<file path="config.mk">
export PLATFORM = sky130hd
export DESIGN_NAME = sfac_top
export DESIGN_NICKNAME = d
export VERILOG_FILES = /design/src/rtl/sfac_pkg.sv /design/src/rtl/sfac_fuse_bank.sv /design/src/rtl/sfac_area_decode.sv /design/src/rtl/sfac_top.sv
export SDC_FILE = /design/constraint.sdc
export NUM_CORES = 1
export LEC_CHECK = 0
export BUFFER_PORTS_ARGS = -buffer_cell sky130_fd_sc_hd__buf_2
export CORE_MARGIN = 5
export CORE_UTILIZATION = 31
export CTS_CLUSTER_DIAMETER = 60
export DETAILED_ROUTE_END_ITERATION = 10
export GPL_TIMING_DRIVEN = 0
export PLACE_DENSITY = 0.62
export RECOVER_POWER = 100
export SLEW_MARGIN = 20
export SYNTH_ARGS = -nofsm -noshare
export SYNTH_HDL_FRONTEND = slang
export SYNTH_SLANG_ARGS = --single-unit
</file>
<file path="constraint.sdc">
create_clock -name clk -period 2.08 [get_ports clk]
set_input_delay 0.208 -clock clk [delete_from_list [all_inputs] [get_ports clk]]
set_output_delay 0.208 -clock clk [all_outputs]
set_load 0.02 [all_outputs]
</file>
<file path="src/rtl/sfac_pkg.sv">
package sfac_pkg;

	// ==========================================================
	// Command encodings for fuse access
	// ==========================================================
	localparam logic [7:0] OPT_FUSE      = 8'h01;
	localparam logic [7:0] LOC_FUSE_BYTE = 8'hFF;
	localparam logic [7:0] LEN_FUSE      = 8'h00;
	localparam logic [7:0] DATA_FUSE     = 8'h00;
	localparam logic [7:0] LOC_STAGE1    = 8'h06;
	localparam logic [7:0] LOC_STAGE2    = 8'h04;
	localparam logic [7:0] LOC_FINAL     = 8'h00;

	// ==========================================================
	// Fuse stage indices and reset values
	// ==========================================================
	localparam int         STG_FIRST    = 0;
	localparam int         STG_SECOND   = 1;
	localparam int         STG_FINAL    = 2;
	localparam logic [2:0] STAGE_RESET  = 3'h0;
	localparam logic [3:0] FUSE_NIB_DEF = 4'h7;
	localparam logic [3:0] RESERVED_VAL = 4'h0;
	localparam logic [7:0] STATUS_RESET = 8'h00;

	// ==========================================================
	// Configuration memory area boundaries (first byte of area)
	// ==========================================================
	localparam logic [7:0] AREA_RO_LO   = 8'h10;
	localparam logic [7:0] AREA_AC_LO   = 8'h18;
	localparam logic [7:0] AREA_AC_ID   = 8'h20;
	localparam logic [7:0] AREA_CR_LO   = 8'h50;
	localparam logic [7:0] AREA_SE_LO   = 8'h90;
	localparam logic [7:0] AREA_PW_LO   = 8'hB0;
	localparam logic [7:0] AREA_FB_LO   = 8'hF0;
	localparam logic [7:0] LOC_TEST_LO  = 8'h0A;
	localparam logic [7:0] LOC_MAKER_LO = 8'h0C;
	localparam logic [7:0] LOC_HWREV_LO = 8'h0E;

	// ==========================================================
	// Area and permission enumerations
	// ==========================================================
	typedef enum logic [11:0] {
		AR_ANTICOL = 12'h001,
		AR_TEST    = 12'h002,
		AR_MAKER   = 12'h004,
		AR_HWREV   = 12'h008,
		AR_RDONLY  = 12'h010,
		AR_ACCESS  = 12'h020,
		AR_IDOPT   = 12'h040,
		AR_CRYPTO  = 12'h080,
		AR_KEYS    = 12'h100,
		AR_SECRET  = 12'h200,
		AR_PASSWD  = 12'h400,
		AR_COUNTER = 12'h800
	} sfac_area_t;

	typedef enum logic [5:0] {
		PM_OPEN    = 6'h01,
		PM_UNLOCK  = 6'h02,
		PM_UNL_ENC = 6'h04,
		PM_WSECRET = 6'h08,
		PM_FORBID  = 6'h10,
		PM_NONE    = 6'h20
	} sfac_perm_t;

endpackage

</file>
<file path="src/rtl/sfac_fuse_bank.sv">
module sfac_fuse_bank (
	input  wire logic       clk,
	input  wire logic       resetn,
	input  wire logic [2:0] prog_req,
	output logic      [2:0] blown
);
	import sfac_pkg::*;

	// ==========================================================
	// One-time fuse cells
	// ==========================================================
	// A cell can only move from intact to programmed; there is no
	// path back, so no command can restore a fuse.
	// The reset value stands in for the as-shipped state of the cells.
	always_ff @(posedge clk or negedge resetn) begin
		if (!resetn) begin
			blown <= STAGE_RESET;
		end else begin
			blown <= blown | prog_req;
		end
	end

endmodule

</file>
<file path="src/rtl/sfac_area_decode.sv">
module sfac_area_decode (
	input  wire logic                 variant_two,
	input  wire logic [7:0]           loc,
	output sfac_pkg::sfac_area_t      area,
	output logic                      area_ok,
	output logic      [2:0]           pw_set
);
	import sfac_pkg::*;

	logic [7:0] pw_off;

	// ==========================================================
	// Address to register area
	// ==========================================================
	// Password sets take eight bytes each; counters sit at the
	// first and fifth byte of a set.
	assign pw_off = loc - AREA_PW_LO;
	assign pw_set = pw_off[5:3];

	// Map one location to its area; the top block answers forbidden.
	always_comb begin
		area    = AR_ANTICOL;
		area_ok = 1'b1;
		if (loc >= AREA_FB_LO) begin
			area_ok = 1'b0;
		end else if (loc >= AREA_PW_LO) begin
			area = (pw_off[1:0] == 2'h0) ? AR_COUNTER : AR_PASSWD;
		end else if (loc >= AREA_SE_LO) begin
			area = AR_SECRET;
		end else if (loc >= AREA_CR_LO) begin
			area = loc[3] ? AR_KEYS : AR_CRYPTO;
		end else if (loc >= AREA_AC_LO) begin
			area = (variant_two && loc < AREA_AC_ID) ? AR_IDOPT : AR_ACCESS;
		end else if (loc >= AREA_RO_LO) begin
			area = AR_RDONLY;
		end else if (loc >= LOC_HWREV_LO) begin
			area = variant_two ? AR_HWREV : AR_ANTICOL;
		end else if (loc >= LOC_MAKER_LO) begin
			area = variant_two ? AR_ANTICOL : AR_MAKER;
		end else if (loc >= LOC_TEST_LO) begin
			area = AR_TEST;
		end
	end

endmodule

</file>
<file path="src/rtl/sfac_top.sv">
module sfac_top #(
	parameter bit VARIANT_TWO = 1'b0
) (
	input  wire logic       clk,
	input  wire logic       resetn,
	input  wire logic       cmd_valid,
	input  wire logic       cmd_write,
	input  wire logic [7:0] cmd_option_field,
	input  wire logic [7:0] cmd_loc,
	input  wire logic [7:0] cmd_len,
	input  wire logic [7:0] cmd_data,
	input  wire logic       unlock_secret_ok,
	input  wire logic       write_secret_ok,
	input  wire logic [2:0] write_secret_set,
	input  wire logic       encrypt_active,
	output logic            rsp_valid,
	output logic            rsp_ack,
	output logic      [7:0] rsp_status,
	output logic            rsp_has_data,
	output logic      [7:0] rsp_data,
	output logic            cfg_rd_go,
	output logic            cfg_wr_go
);
	import sfac_pkg::*;

	// ==========================================================
	// Declarations
	// ==========================================================
	logic [2:0] blown;
	logic [2:0] prog_req;
	logic [2:0] blown_after;
	sfac_area_t area;
	logic       area_ok;
	logic [2:0] pw_set;
	sfac_perm_t perm;
	logic       fuse_cmd;
	logic       fuse_rd;
	logic       fuse_wr;
	logic       fuse_wr_ok;
	logic       granted;
	logic [7:0] fuse_byte_after;
	logic       s1;
	logic       s2;
	logic       fin;

	// ==========================================================
	// Fuse cells and area decode
	// ==========================================================
	sfac_fuse_bank u_bank (
		.clk      (clk),
		.resetn   (resetn),
		.prog_req (prog_req),
		.blown    (blown)
	);

	sfac_area_decode u_dec (
		.variant_two (VARIANT_TWO),
		.loc         (cmd_loc),
		.area        (area),
		.area_ok     (area_ok),
		.pw_set      (pw_set)
	);

	// Logical stage names; the variants share the same programming order.
	assign s1  = blown[STG_FIRST];
	assign s2  = blown[STG_SECOND];
	assign fin = blown[STG_FINAL];

	// ==========================================================
	// Command classification
	// ==========================================================
	// Option 01 selects the fuse byte; anything else is an ordinary
	// configuration access and goes through the permission table.
	assign fuse_cmd = cmd_valid && (cmd_option_field == OPT_FUSE);
	assign fuse_rd  = fuse_cmd && !cmd_write && (cmd_loc == LOC_FUSE_BYTE)
		&& (cmd_len == LEN_FUSE);
	assign fuse_wr  = fuse_cmd && cmd_write && (cmd_len == LEN_FUSE)
		&& (cmd_data == DATA_FUSE);

	// ==========================================================
	// Fuse programming order
	// ==========================================================
	// Each location only programs its fuse when the previous stage is
	// already programmed and this one is still intact.  Repeating a
	// stage is treated as out of order, which keeps the ack honest.
	always_comb begin
		prog_req = 3'h0;
		if (fuse_wr) begin
			unique case (cmd_loc)
				LOC_STAGE1: prog_req[STG_FIRST]  = !s1;
				LOC_STAGE2: prog_req[STG_SECOND] = s1 && !s2;
				LOC_FINAL:  prog_req[STG_FINAL]  = s2 && !fin;
				default:    prog_req = 3'h0;
			endcase
		end
	end

	assign fuse_wr_ok  = |prog_req;
	assign blown_after = blown | prog_req;

	// ==========================================================
	// Fuse status byte
	// ==========================================================
	// The factory fuse is programmed before shipping and is never
	// touched here, so its bit is a constant zero.  Reserved bits are
	// driven to a fixed value; software must not rely on them.
	// Every cell is inverted on the way out, because a programmed
	// fuse must read as 0 and an intact one as 1.
	always_comb begin
		if (VARIANT_TWO) begin
			fuse_byte_after = {
				RESERVED_VAL,
				1'b0,
				~blown_after[STG_FIRST],
				~blown_after[STG_SECOND],
				~blown_after[STG_FINAL]
			};
		end else begin
			fuse_byte_after = {
				RESERVED_VAL,
				1'b0,
				~blown_after[STG_FINAL],
				~blown_after[STG_SECOND],
				~blown_after[STG_FIRST]
			};
		end
	end

	// ==========================================================
	// Permission table, first variant
	// ==========================================================
	function automatic sfac_perm_t perm_one(input sfac_area_t a, input logic wr,
		input logic f1, input logic f2, input logic ff);
		sfac_perm_t p;
		p = PM_OPEN;
		unique case (a)
			AR_ANTICOL: p = !wr ? PM_OPEN : (f1 ? PM_FORBID : PM_UNLOCK);
			AR_TEST:    p = PM_OPEN;
			AR_MAKER:   p = !wr ? PM_OPEN : (f2 ? PM_FORBID : PM_UNLOCK);
			AR_HWREV:   p = !wr ? PM_OPEN : PM_FORBID;
			AR_RDONLY:  p = !wr ? PM_OPEN : PM_FORBID;
			AR_ACCESS,
			AR_IDOPT:   p = !wr ? PM_OPEN : (ff ? PM_FORBID : PM_UNLOCK);
			AR_CRYPTO:  p = !wr ? PM_OPEN : (ff ? PM_FORBID : PM_UNLOCK);
			AR_KEYS,
			AR_SECRET:  p = ff ? PM_FORBID : PM_UNLOCK;
			AR_PASSWD:  p = ff ? PM_WSECRET : PM_UNLOCK;
			AR_COUNTER: p = !wr ? PM_OPEN : (ff ? PM_WSECRET : PM_UNLOCK);
		endcase
		return p;
	endfunction

	// ==========================================================
	// Permission table, second variant
	// ==========================================================
	// The cipher-mode window (first stage only) asks for encryption
	// on every secret-bearing area; later stages drop that demand.
	function automatic sfac_perm_t perm_two(input sfac_area_t a, input logic wr,
		input logic f1, input logic f2, input logic ff);
		sfac_perm_t p;
		sfac_perm_t unl;
		p   = PM_OPEN;
		unl = (f1 && !f2) ? PM_UNL_ENC : PM_UNLOCK;
		unique case (a)
			AR_ANTICOL: p = !wr ? PM_OPEN : (ff ? PM_FORBID : PM_UNLOCK);
			AR_TEST:    p = PM_OPEN;
			AR_MAKER:   p = PM_OPEN;
			AR_HWREV:   p = !wr ? PM_OPEN : PM_FORBID;
			AR_RDONLY:  p = !wr ? PM_OPEN : PM_FORBID;
			AR_ACCESS:  p = !wr ? PM_OPEN : (ff ? PM_FORBID : PM_UNLOCK);
			AR_IDOPT:   p = !wr ? PM_OPEN : (f2 ? PM_FORBID : PM_UNLOCK);
			AR_CRYPTO:  p = !wr ? PM_OPEN : (f2 ? PM_FORBID : PM_UNLOCK);
			AR_KEYS,
			AR_SECRET:  p = f2 ? PM_FORBID : unl;
			AR_PASSWD:  p = ff ? PM_WSECRET : unl;
			AR_COUNTER: p = !wr ? PM_OPEN : (ff ? PM_WSECRET : PM_UNLOCK);
		endcase
		return p;
	endfunction

	// Pick the table of the built variant; the forbidden block always loses.
	always_comb begin
		if (!area_ok) begin
			perm = PM_FORBID;
		end else if (VARIANT_TWO) begin
			perm = perm_two(area, cmd_write, s1, s2, fin);
		end else begin
			perm = perm_one(area, cmd_write, s1, s2, fin);
		end
	end

	// ==========================================================
	// Grant decision
	// ==========================================================
	// The write secret only opens the counter and password bytes of
	// the set that was checked, never a neighbouring set.
	always_comb begin
		granted = 1'b0;
		unique case (perm)
			PM_OPEN:    granted = 1'b1;
			PM_UNLOCK:  granted = unlock_secret_ok;
			PM_UNL_ENC: granted = unlock_secret_ok && encrypt_active;
			PM_WSECRET: granted = write_secret_ok && (write_secret_set == pw_set)
				&& ((area == AR_PASSWD) || (area == AR_COUNTER));
			PM_FORBID:  granted = 1'b0;
			default:    granted = 1'b0;
		endcase
	end

	// ==========================================================
	// Response registers
	// ==========================================================
	// One answer per command, one cycle after it is presented.
	always_ff @(posedge clk or negedge resetn) begin
		if (!resetn) begin
			rsp_valid <= 1'b0;
		end else begin
			rsp_valid <= cmd_valid;
		end
	end

	// Fuse commands need no secret and answer on their own terms; every
	// other command is acknowledged only when its access is granted.
	always_ff @(posedge clk or negedge resetn) begin
		if (!resetn) begin
			rsp_ack <= 1'b0;
		end else if (fuse_cmd) begin
			rsp_ack <= fuse_rd || fuse_wr_ok;
		end else begin
			rsp_ack <= cmd_valid && granted;
		end
	end

	// The status byte always carries the fuse byte as it stands after the
	// command, so a programming ack already shows the new fuse.
	always_ff @(posedge clk or negedge resetn) begin
		if (!resetn) begin
			rsp_status <= STATUS_RESET;
		end else begin
			rsp_status <= fuse_byte_after;
		end
	end

	// The fuse read returns exactly one data byte.
	always_ff @(posedge clk or negedge resetn) begin
		if (!resetn) begin
			rsp_has_data <= 1'b0;
		end else begin
			rsp_has_data <= fuse_rd;
		end
	end

	// Outside a fuse read the data byte is held at zero, so a stale fuse
	// byte never leaks into the answer of an ordinary command.
	always_ff @(posedge clk or negedge resetn) begin
		if (!resetn) begin
			rsp_data <= STATUS_RESET;
		end else begin
			rsp_data <= fuse_rd ? fuse_byte_after : STATUS_RESET;
		end
	end

	// ==========================================================
	// Configuration memory strobes
	// ==========================================================
	// Only configuration space is gated here; user zones are checked
	// elsewhere by their own access registers, so no fuse bit leaves
	// this block toward the user memory path.
	// Read strobe: option 01 never reaches configuration memory.
	always_ff @(posedge clk or negedge resetn) begin
		if (!resetn) begin
			cfg_rd_go <= 1'b0;
		end else begin
			cfg_rd_go <= cmd_valid && !fuse_cmd && !cmd_write && granted;
		end
	end

	// Write strobe: a refused write must never reach the memory array.
	always_ff @(posedge clk or negedge resetn) begin
		if (!resetn) begin
			cfg_wr_go <= 1'b0;
		end else begin
			cfg_wr_go <= cmd_valid && !fuse_cmd && cmd_write && granted;
		end
	end

endmodule

</file>
==> results of run 1 <==
-- layout by cell type, fill, tap and decap left out, types with 2 or more instances in the layout --
cell type  Yosys  routed
nor3b_1        2       2
a21oi_1        5       5
a41o_2         3       3
nand4_1        3       3
dfrtp_1       14      14
or4b_4         1       2
ha_4           0       2
clkbuf_1       0      13
nor4b_1        2       2
buf_2          1      38
clkbuf_8       3       7
conb_1         1      10
or2_2          2       2
nand2_1        8       8
nor3_1         3       3
o21ai_0        4       3
nor4_1         5       5
o2111ai_1      2       2
nor2_1        15      14
buf_4         10      12
inv_1         11      10
xor2_1         3       3
nand3b_1       4       4
-- routing by layer --
metal | wire, um | track usage
met3 | 216 | 0.02525
met4 | 0 | 0.01253
met2 | 1381 | 0.1878
met1 | 1326 | 0.1569
met5 | 0 | 0
-- state kept, by name (all words and copies together) (netlist names) --
register / flops
rsp_data: 3
u_bank.blown: 3
rsp_has_data: 1
rsp_ack: 1
cfg_rd_go: 1
rsp_status: 3
rsp_valid: 1
cfg_wr_go: 1
-- worst max-delay path: cells and delay by family --
| family | cells | cell delay, ps |
|---|---|---|
| AND/OR/NAND/NOR | 3 | 1040 |
| AO/OA/AOI/OAI | 3 | 750 |
| buffers and inverters | 1 | 140 |
-- through the flow --
| stage | util | total power [uW] | hold WS (ps) | cells |
|---|---|---|---|---|
| 2_1_floorplan | - | 402.5 | -87.59 | 141 |
| 3_3_place_gp | 0.4129 | 470.9 | 110.8 | 239 |
| 3_5_place_dp | 0.4129 | 471.4 | 112.4 | 239 |
| 4_1_cts | 0.4327 | 731.5 | 111.7 | 244 |
| 5_1_grt | 0.4460 | 778.5 | 134.0 | 246 |
| 6_report | 0.4460 | 733.0 | 138.8 | 246 |
-- power breakdown --
| part | switching [uW] | leakage, uW | internal, uW |
|---|---|---|---|
| Sequential | 1.09 | 0.000176 | 278 |
| Clock | 87.0 | 0.0000288 | 167 |
| Combinational | 105 | 0.000552 | 94.6 |
-- kinds of logic (layout without fill, tap and decap cells) --
family	Yosys count	in the layout	synth area share
and+or+nand+nor	58	58	0.3023
AOI/OAI and AO/OA	25	25	0.1736
muxes	1	1	0.009646
xor gates and xnor gates	4	4	0.03002
buffers and inverters	26	83	0.1490
other	1	10	0.003212
DFF	14	14	0.3001
adders and majority gates	3	3	0.03216
-- area by class of cell --
type	instances	area, sq um	share of cell area
inverters	11	41.29	0.02529
clock buffers	4	55.05	0.03372
well taps	48	60.06	0.03678
flip-flops and latches	14	350.3	0.2146
plain buffers	15	132.6	0.08123
multi-input cells	101	734.5	0.4498
repair buffers	53	259.0	0.1586
-- how the worst max path moves through the flow --
stage | depth (start not counted) | startpoint | endpoint | slack, ps
finish | 7 | cmd_loc[0] | cfg_rd_go | 70
detailed placement | 9 | cmd_loc[5] | rsp_ack | -290
global route | 8 | cmd_loc[4] | rsp_ack | 2
global placement | 9 | cmd_loc[5] | rsp_ack | -300
CTS | 9 | cmd_loc[5] | rsp_ack | 2
floorplan | 7 | cmd_loc[2] | rsp_ack | 30
-- repair_timing --
action	4_1_cts	5_1_grt
hold endpoints to repair	14	0
endpoints found under the setup margin	3	3
setup buffers	0	2
hold buffers	1	0
pin swaps	0	5
gates resized for setup	3	10
==> reports/metrics.csv, run 1 <==
stage,metric,value,unit
synthesis,Netlist cell types,48,
clocking,CTS tree,yes,
placement,Placed Area,1511,sq um
synthesis,"top cells by area, synth","dfrtp_1, buf_4, nor2_1",
timing,Final Worst Setup Slack,68.36,ps
grt,initial antenna violation count,0,
synthesis,Synth top cells by count,"nor2_1, dfrtp_1, inv_1",
drt,WL per Instance,11.88,um
setup_path,worst path cell trace,"buf_2, or4b_4, a21oi_4, and3b_1, o41a_1, nor4_1, a21oi_1",
setup_path,Crit Reg-Reg Endpoint,rsp_ack,
placement,Port Buffer Count,50,
placement,DP HPWL,2452,um
grt,total congestion overflow,0,
power,total leakage power,0.0007570,uW
drt,ANT nets after route,0,
clocking,TritonCTS Buffers,3,
worst_hold_path,Hold Crit Depth,1,
setup_path,Reg2Reg Depth,5,
layout,area grow syn2layout,39.87,%
clocking,Clock Sinks,14,
drt,via count,1156,
layout,diode count,0,
worst_hold_path,Hold Path Class,in -> reg,
setup_path,r2r startpoint,u_bank.blown[1],
setup_path,WP data arrival,2130,ps
clocking,"Clk Latency, worst-skew pair",240,ps
setup_path,crit start category,input pin,
synthesis,Avg Inst Size Synth,8.844,sq um
setup_path,kind of critical path,in -> reg,
timing,RSZ-0062 raised after global routing,false,
timing,Slew Limit Fails,0,
floorplan,die area,5093,sq um
grt,largest net degree at the start of global routing,15,
synthesis,Synth area leader,dfrtp_1,
grt,number of global-route vias before repair,1147,
synthesis,#FFs+latches synth,14,
floorplan,Die X,71.37,um
grt,total track usage,0.1138,
setup_path,crit-path max FO,7,
timing,fin crit share,0.9671,
timing,Worst Tran Pin Value,721.5,ps
floorplan,FP Rows,22,
placement,worst slack at placement,-287.8,ps
drt,via/cell ratio,4.699,
worst_hold_path,Worst Hold Path EP,rsp_valid,
worst_hold_path,Hold Path Origin,cmd_valid,
timing,TNS Setup,0,ps
drt,DR DRC count,0,
timing,Final Setup Violations,0,
synthesis,Post-Syn Instances,132,
clocking,Worst-path clk slew,50,ps
floorplan,Initial Utilization,0.3189,
drt,First DRT Iteration DRCs,93,
timing,Final Hold Viols,0,
timing,clk_skew,0.3743,ps
clocking,Clock Tree Root,clkbuf_8,
floorplan,Die Span Y,71.37,um
synthesis,asr flop ratio synth,1.000,
layout,post-route design area,1633,sq um
layout,# fillers,396,
setup_path,slowest cell delay on critical path,570,ps
outcome,status,completed,
setup_path,Worst setup EP type,flip-flop,
grt,first-pass GRT wire length,4926,um
synthesis,share of the synthesized area in the top cell type,0.3001,
clocking,H-tree level count,1,
timing,FMAX,0.4971,GHz
setup_path,WP data required,2200,ps
power,maximum vdd drop,0.2474,mV
setup_path,Reg2Reg Setup Slack,230,ps
floorplan,I/O pins,63,
timing,Slew HR,0.5146,
drt,Pre-Repair DR Iteration Count,4,
synthesis,most common cell in the netlist,nor2_1,
setup_path,CP max-delay cell,or4b_4,
placement,placer congestion estimate,0.8728,
drt,WL final,2923,um
synthesis,cell area after synthesis,1167,sq um
clocking,clock buffer depth,2,
synthesis,sequential area share after synthesis,0.3001,
power,pwr/cell area,448.9,nW/um^2
synthesis,synth warn,0,
layout,layout cells sized above 1,0.4091,
synthesis,prevailing post-synth register cell,dfrtp_1,
flow_run,Max Cap Viol,0,
layout,Layout Nets,244,
synthesis,Post-synth EDFFs,0,
floorplan,core region area,3661,sq um
timing,crit path time final,2012,ps
Note: power is estimated with default switching activity, not from simulation.
==> inputs of run 2 (changes only) <==
Settings changed: BUFFER_PORTS_ARGS -buffer_cell sky130_fd_sc_hd__buf_2 to unset, CTS_CLUSTER_DIAMETER 60 to unset, DONT_BUFFER_PORTS set to 1, PLACE_DENSITY 0.62 to 0.48.
==> run 2 against run 1 <==
  * Clock skew barely moved
  * Register-to-register slack got worse by 30 ps
  * Setup slack improved by 47 ps
  * Cell count fell by 21%
==> reports/metrics.csv, run 2 (synthesis gave the netlist of run 1 again) <==
stage,metric,value,unit,change
outcome,status,completed,,
drt,via count,1015,,-12%
timing,Final Setup Violations,0,,unchanged
drt,Pre-Repair DR Iteration Count,4,,unchanged
setup_path,Reg2Reg Setup Slack,200,ps,-30 ps
grt,initial antenna violation count,0,,unchanged
layout,multi-input combinational cell area,688.2,sq um,-6.3%
layout,final core occ,0.3681,,-0.07792
setup_path,kind of critical path,in -> reg,,
timing,FMAX,0.5090,GHz,+2.4%
placement,DP HPWL,2429,um,-0.91%
setup_path,WP data arrival,2080,ps,-50 ps
grt,first-pass GRT wire length,4912,um,-0.28%
placement,placed cell count,189,,-21%
layout,most frequent cells in the layout,"nor2_1, dfrtp_1, inv_1, buf_4, conb_1",,
clocking,H-tree level count,1,,unchanged
floorplan,core region area,3661,sq um,unchanged
timing,Slew HR,0.6011,,+0.08648
setup_path,r2r startpoint,u_bank.blown[2],,
drt,via/cell ratio,5.205,,+11%
layout,area grow syn2layout,15.43,%,
setup_path,Reg2Reg Depth,6,,+1
clocking,TritonCTS Buffers,3,,unchanged
power,maximum vdd drop,0.1968,mV,-20%
power,pwr/cell area,504.9,nW/um^2,+12%
setup_path,worst path cell trace,"buf_6, or4b_4, a21oi_2, and3b_1, o41a_1, a2111oi_2, a21oi_1",,
layout,Non-Filler Instances,195,,-21%
placement,Port Buffer Count,0,,-100%
worst_hold_path,Hold Path Class,in -> reg,,
grt,total congestion overflow,0,,unchanged
floorplan,I/O pins,63,,unchanged
clocking,"Clk Latency, worst-skew pair",240,ps,about the same
timing,Worst Tran Pin Value,596.5,ps,-125.0 ps
floorplan,Die Span Y,71.37,um,unchanged
setup_path,Crit path buffers/inverters,1,,unchanged
drt,DR DRC count,0,,unchanged
timing,Slew Limit Fails,0,,unchanged
worst_hold_path,Hold Path Origin,cmd_write,,
grt,number of global-route vias before repair,1047,,-8.7%
setup_path,crit start category,input pin,,
drt,First DRT Iteration DRCs,58,,-38%
drt,ANT nets after route,0,,unchanged
layout,FF/Latch Area,350.3,sq um,unchanged
setup_path,crit-path max FO,10,,+3
clocking,clock buffer depth,2,,unchanged
setup_path,WP data required,2190,ps,about the same
layout,diode count,0,,unchanged
timing,Final Hold Viols,0,,unchanged
floorplan,FP Rows,22,,unchanged
clocking,CTS tree,yes,,
setup_path,slowest cell delay on critical path,490,ps,-80 ps
timing,RSZ-0062 raised after global routing,false,,
floorplan,Die X,71.37,um,unchanged
floorplan,die area,5093,sq um,unchanged
setup_path,Crit Reg-Reg Endpoint,rsp_ack,,
clocking,Clock Tree Root,clkbuf_8,,
floorplan,Initial Utilization,0.3189,,unchanged
layout,# fillers,384,,-3.0%
layout,layout cells sized above 1,0.2585,,-0.1506
timing,crit path time final,1965,ps,-46.89 ps
layout,Top Registers,"rsp_data x3, rsp_status x3, u_bank.blown x3",,
layout,Layout Nets,193,,-21%
clocking,Clock Sinks,14,,unchanged
worst_hold_path,Hold Crit Depth,2,,+1
timing,clk_skew,0.3443,ps,-0.02998 ps
setup_path,Worst setup EP type,flip-flop,,
drt,WL per Instance,14.95,um,+26%
placement,Placed Area,1261,sq um,-17%
grt,largest net degree at the start of global routing,15,,unchanged
drt,WL final,2916,um,-0.24%
grt,total track usage,0.1161,,+0.002328
layout,post-route design area,1348,sq um,-17%
setup_path,CP max-delay cell,or4b_4,,
flow_run,Max Cap Viol,0,,unchanged
worst_hold_path,Worst Hold Path EP,cfg_wr_go,,
power,total leakage power,0.0005864,uW,-23%
timing,fin crit share,0.9446,,-0.02254
clocking,Worst-path clk slew,50,ps,about the same
placement,placer congestion estimate,0.7611,,-13%
setup_path,critical path's top delay family,compound AO/OA/AOI/OAI gates,,
## run 2: through the flow
stage / total power [uW] / setup TNS, ps / setup slack [ps] / hold slack, ps
3_3_place_gp: 417.0 / -494.4 / -168.8 / -87.22
2_1_floorplan: 402.5 / 0 / 26.08 / -87.59
5_1_grt: 724.3 / 0 / 4.979 / 87.13
4_1_cts: 687.2 / 0 / 61.87 / 71.95
6_report: 680.3 / 0 / 115.3 / 80.89
3_5_place_dp: 419.1 / -531.9 / -185.5 / -87.20
## run 2: what timing repair did
item | in CTS | in global routing
setup endpoints to repair | 0 | 2
setup buffers | 0 | 0
hold buffers | 2 | 0
resized for setup | 0 | 4
endpoints found under the hold margin | 15 | 0
## run 2: layout make-up
class	instances	area share
buffer	15	0.09842
clock buffer	4	0.04085
inverter	11	0.03064
multi-input combinational	101	0.5107
sequential	14	0.2600
tap	48	0.04457
timing repair buffer	2	0.01486
## run 2: where the power goes
part	switching (uW)	internal (uW)	leakage (uW)	total, uW
Sequential	8.69	278	0.000176	286
Clock	87.8	167	0.0000288	255
Combinational	74.7	64.1	0.000382	139
Total	171	509	0.000586	680
## run 2: metal layers
layer  share of wire  GRT usage  vias to the layer above
met5               0          0                        -
met4           0.014    0.02714                        0
met3            0.10    0.04208                        4
met2            0.45     0.1745                       53
met1            0.43     0.1587                      466
li1                -          -                      492
## run 2: worst max-delay path by stage
stage	startpoint	endpoint	slack, ps	depth (start not counted)
2_1_floorplan	cmd_loc[2]	rsp_ack	30	7
3_3_place_gp	cmd_loc[5]	rsp_ack	-170	8
3_5_place_dp	cmd_loc[5]	rsp_ack	-190	8
4_1_cts	cmd_loc[5]	rsp_ack	60	8
5_1_grt	cmd_loc[2]	rsp_ack	5	7
6_report	cmd_loc[2]	rsp_ack	120	7
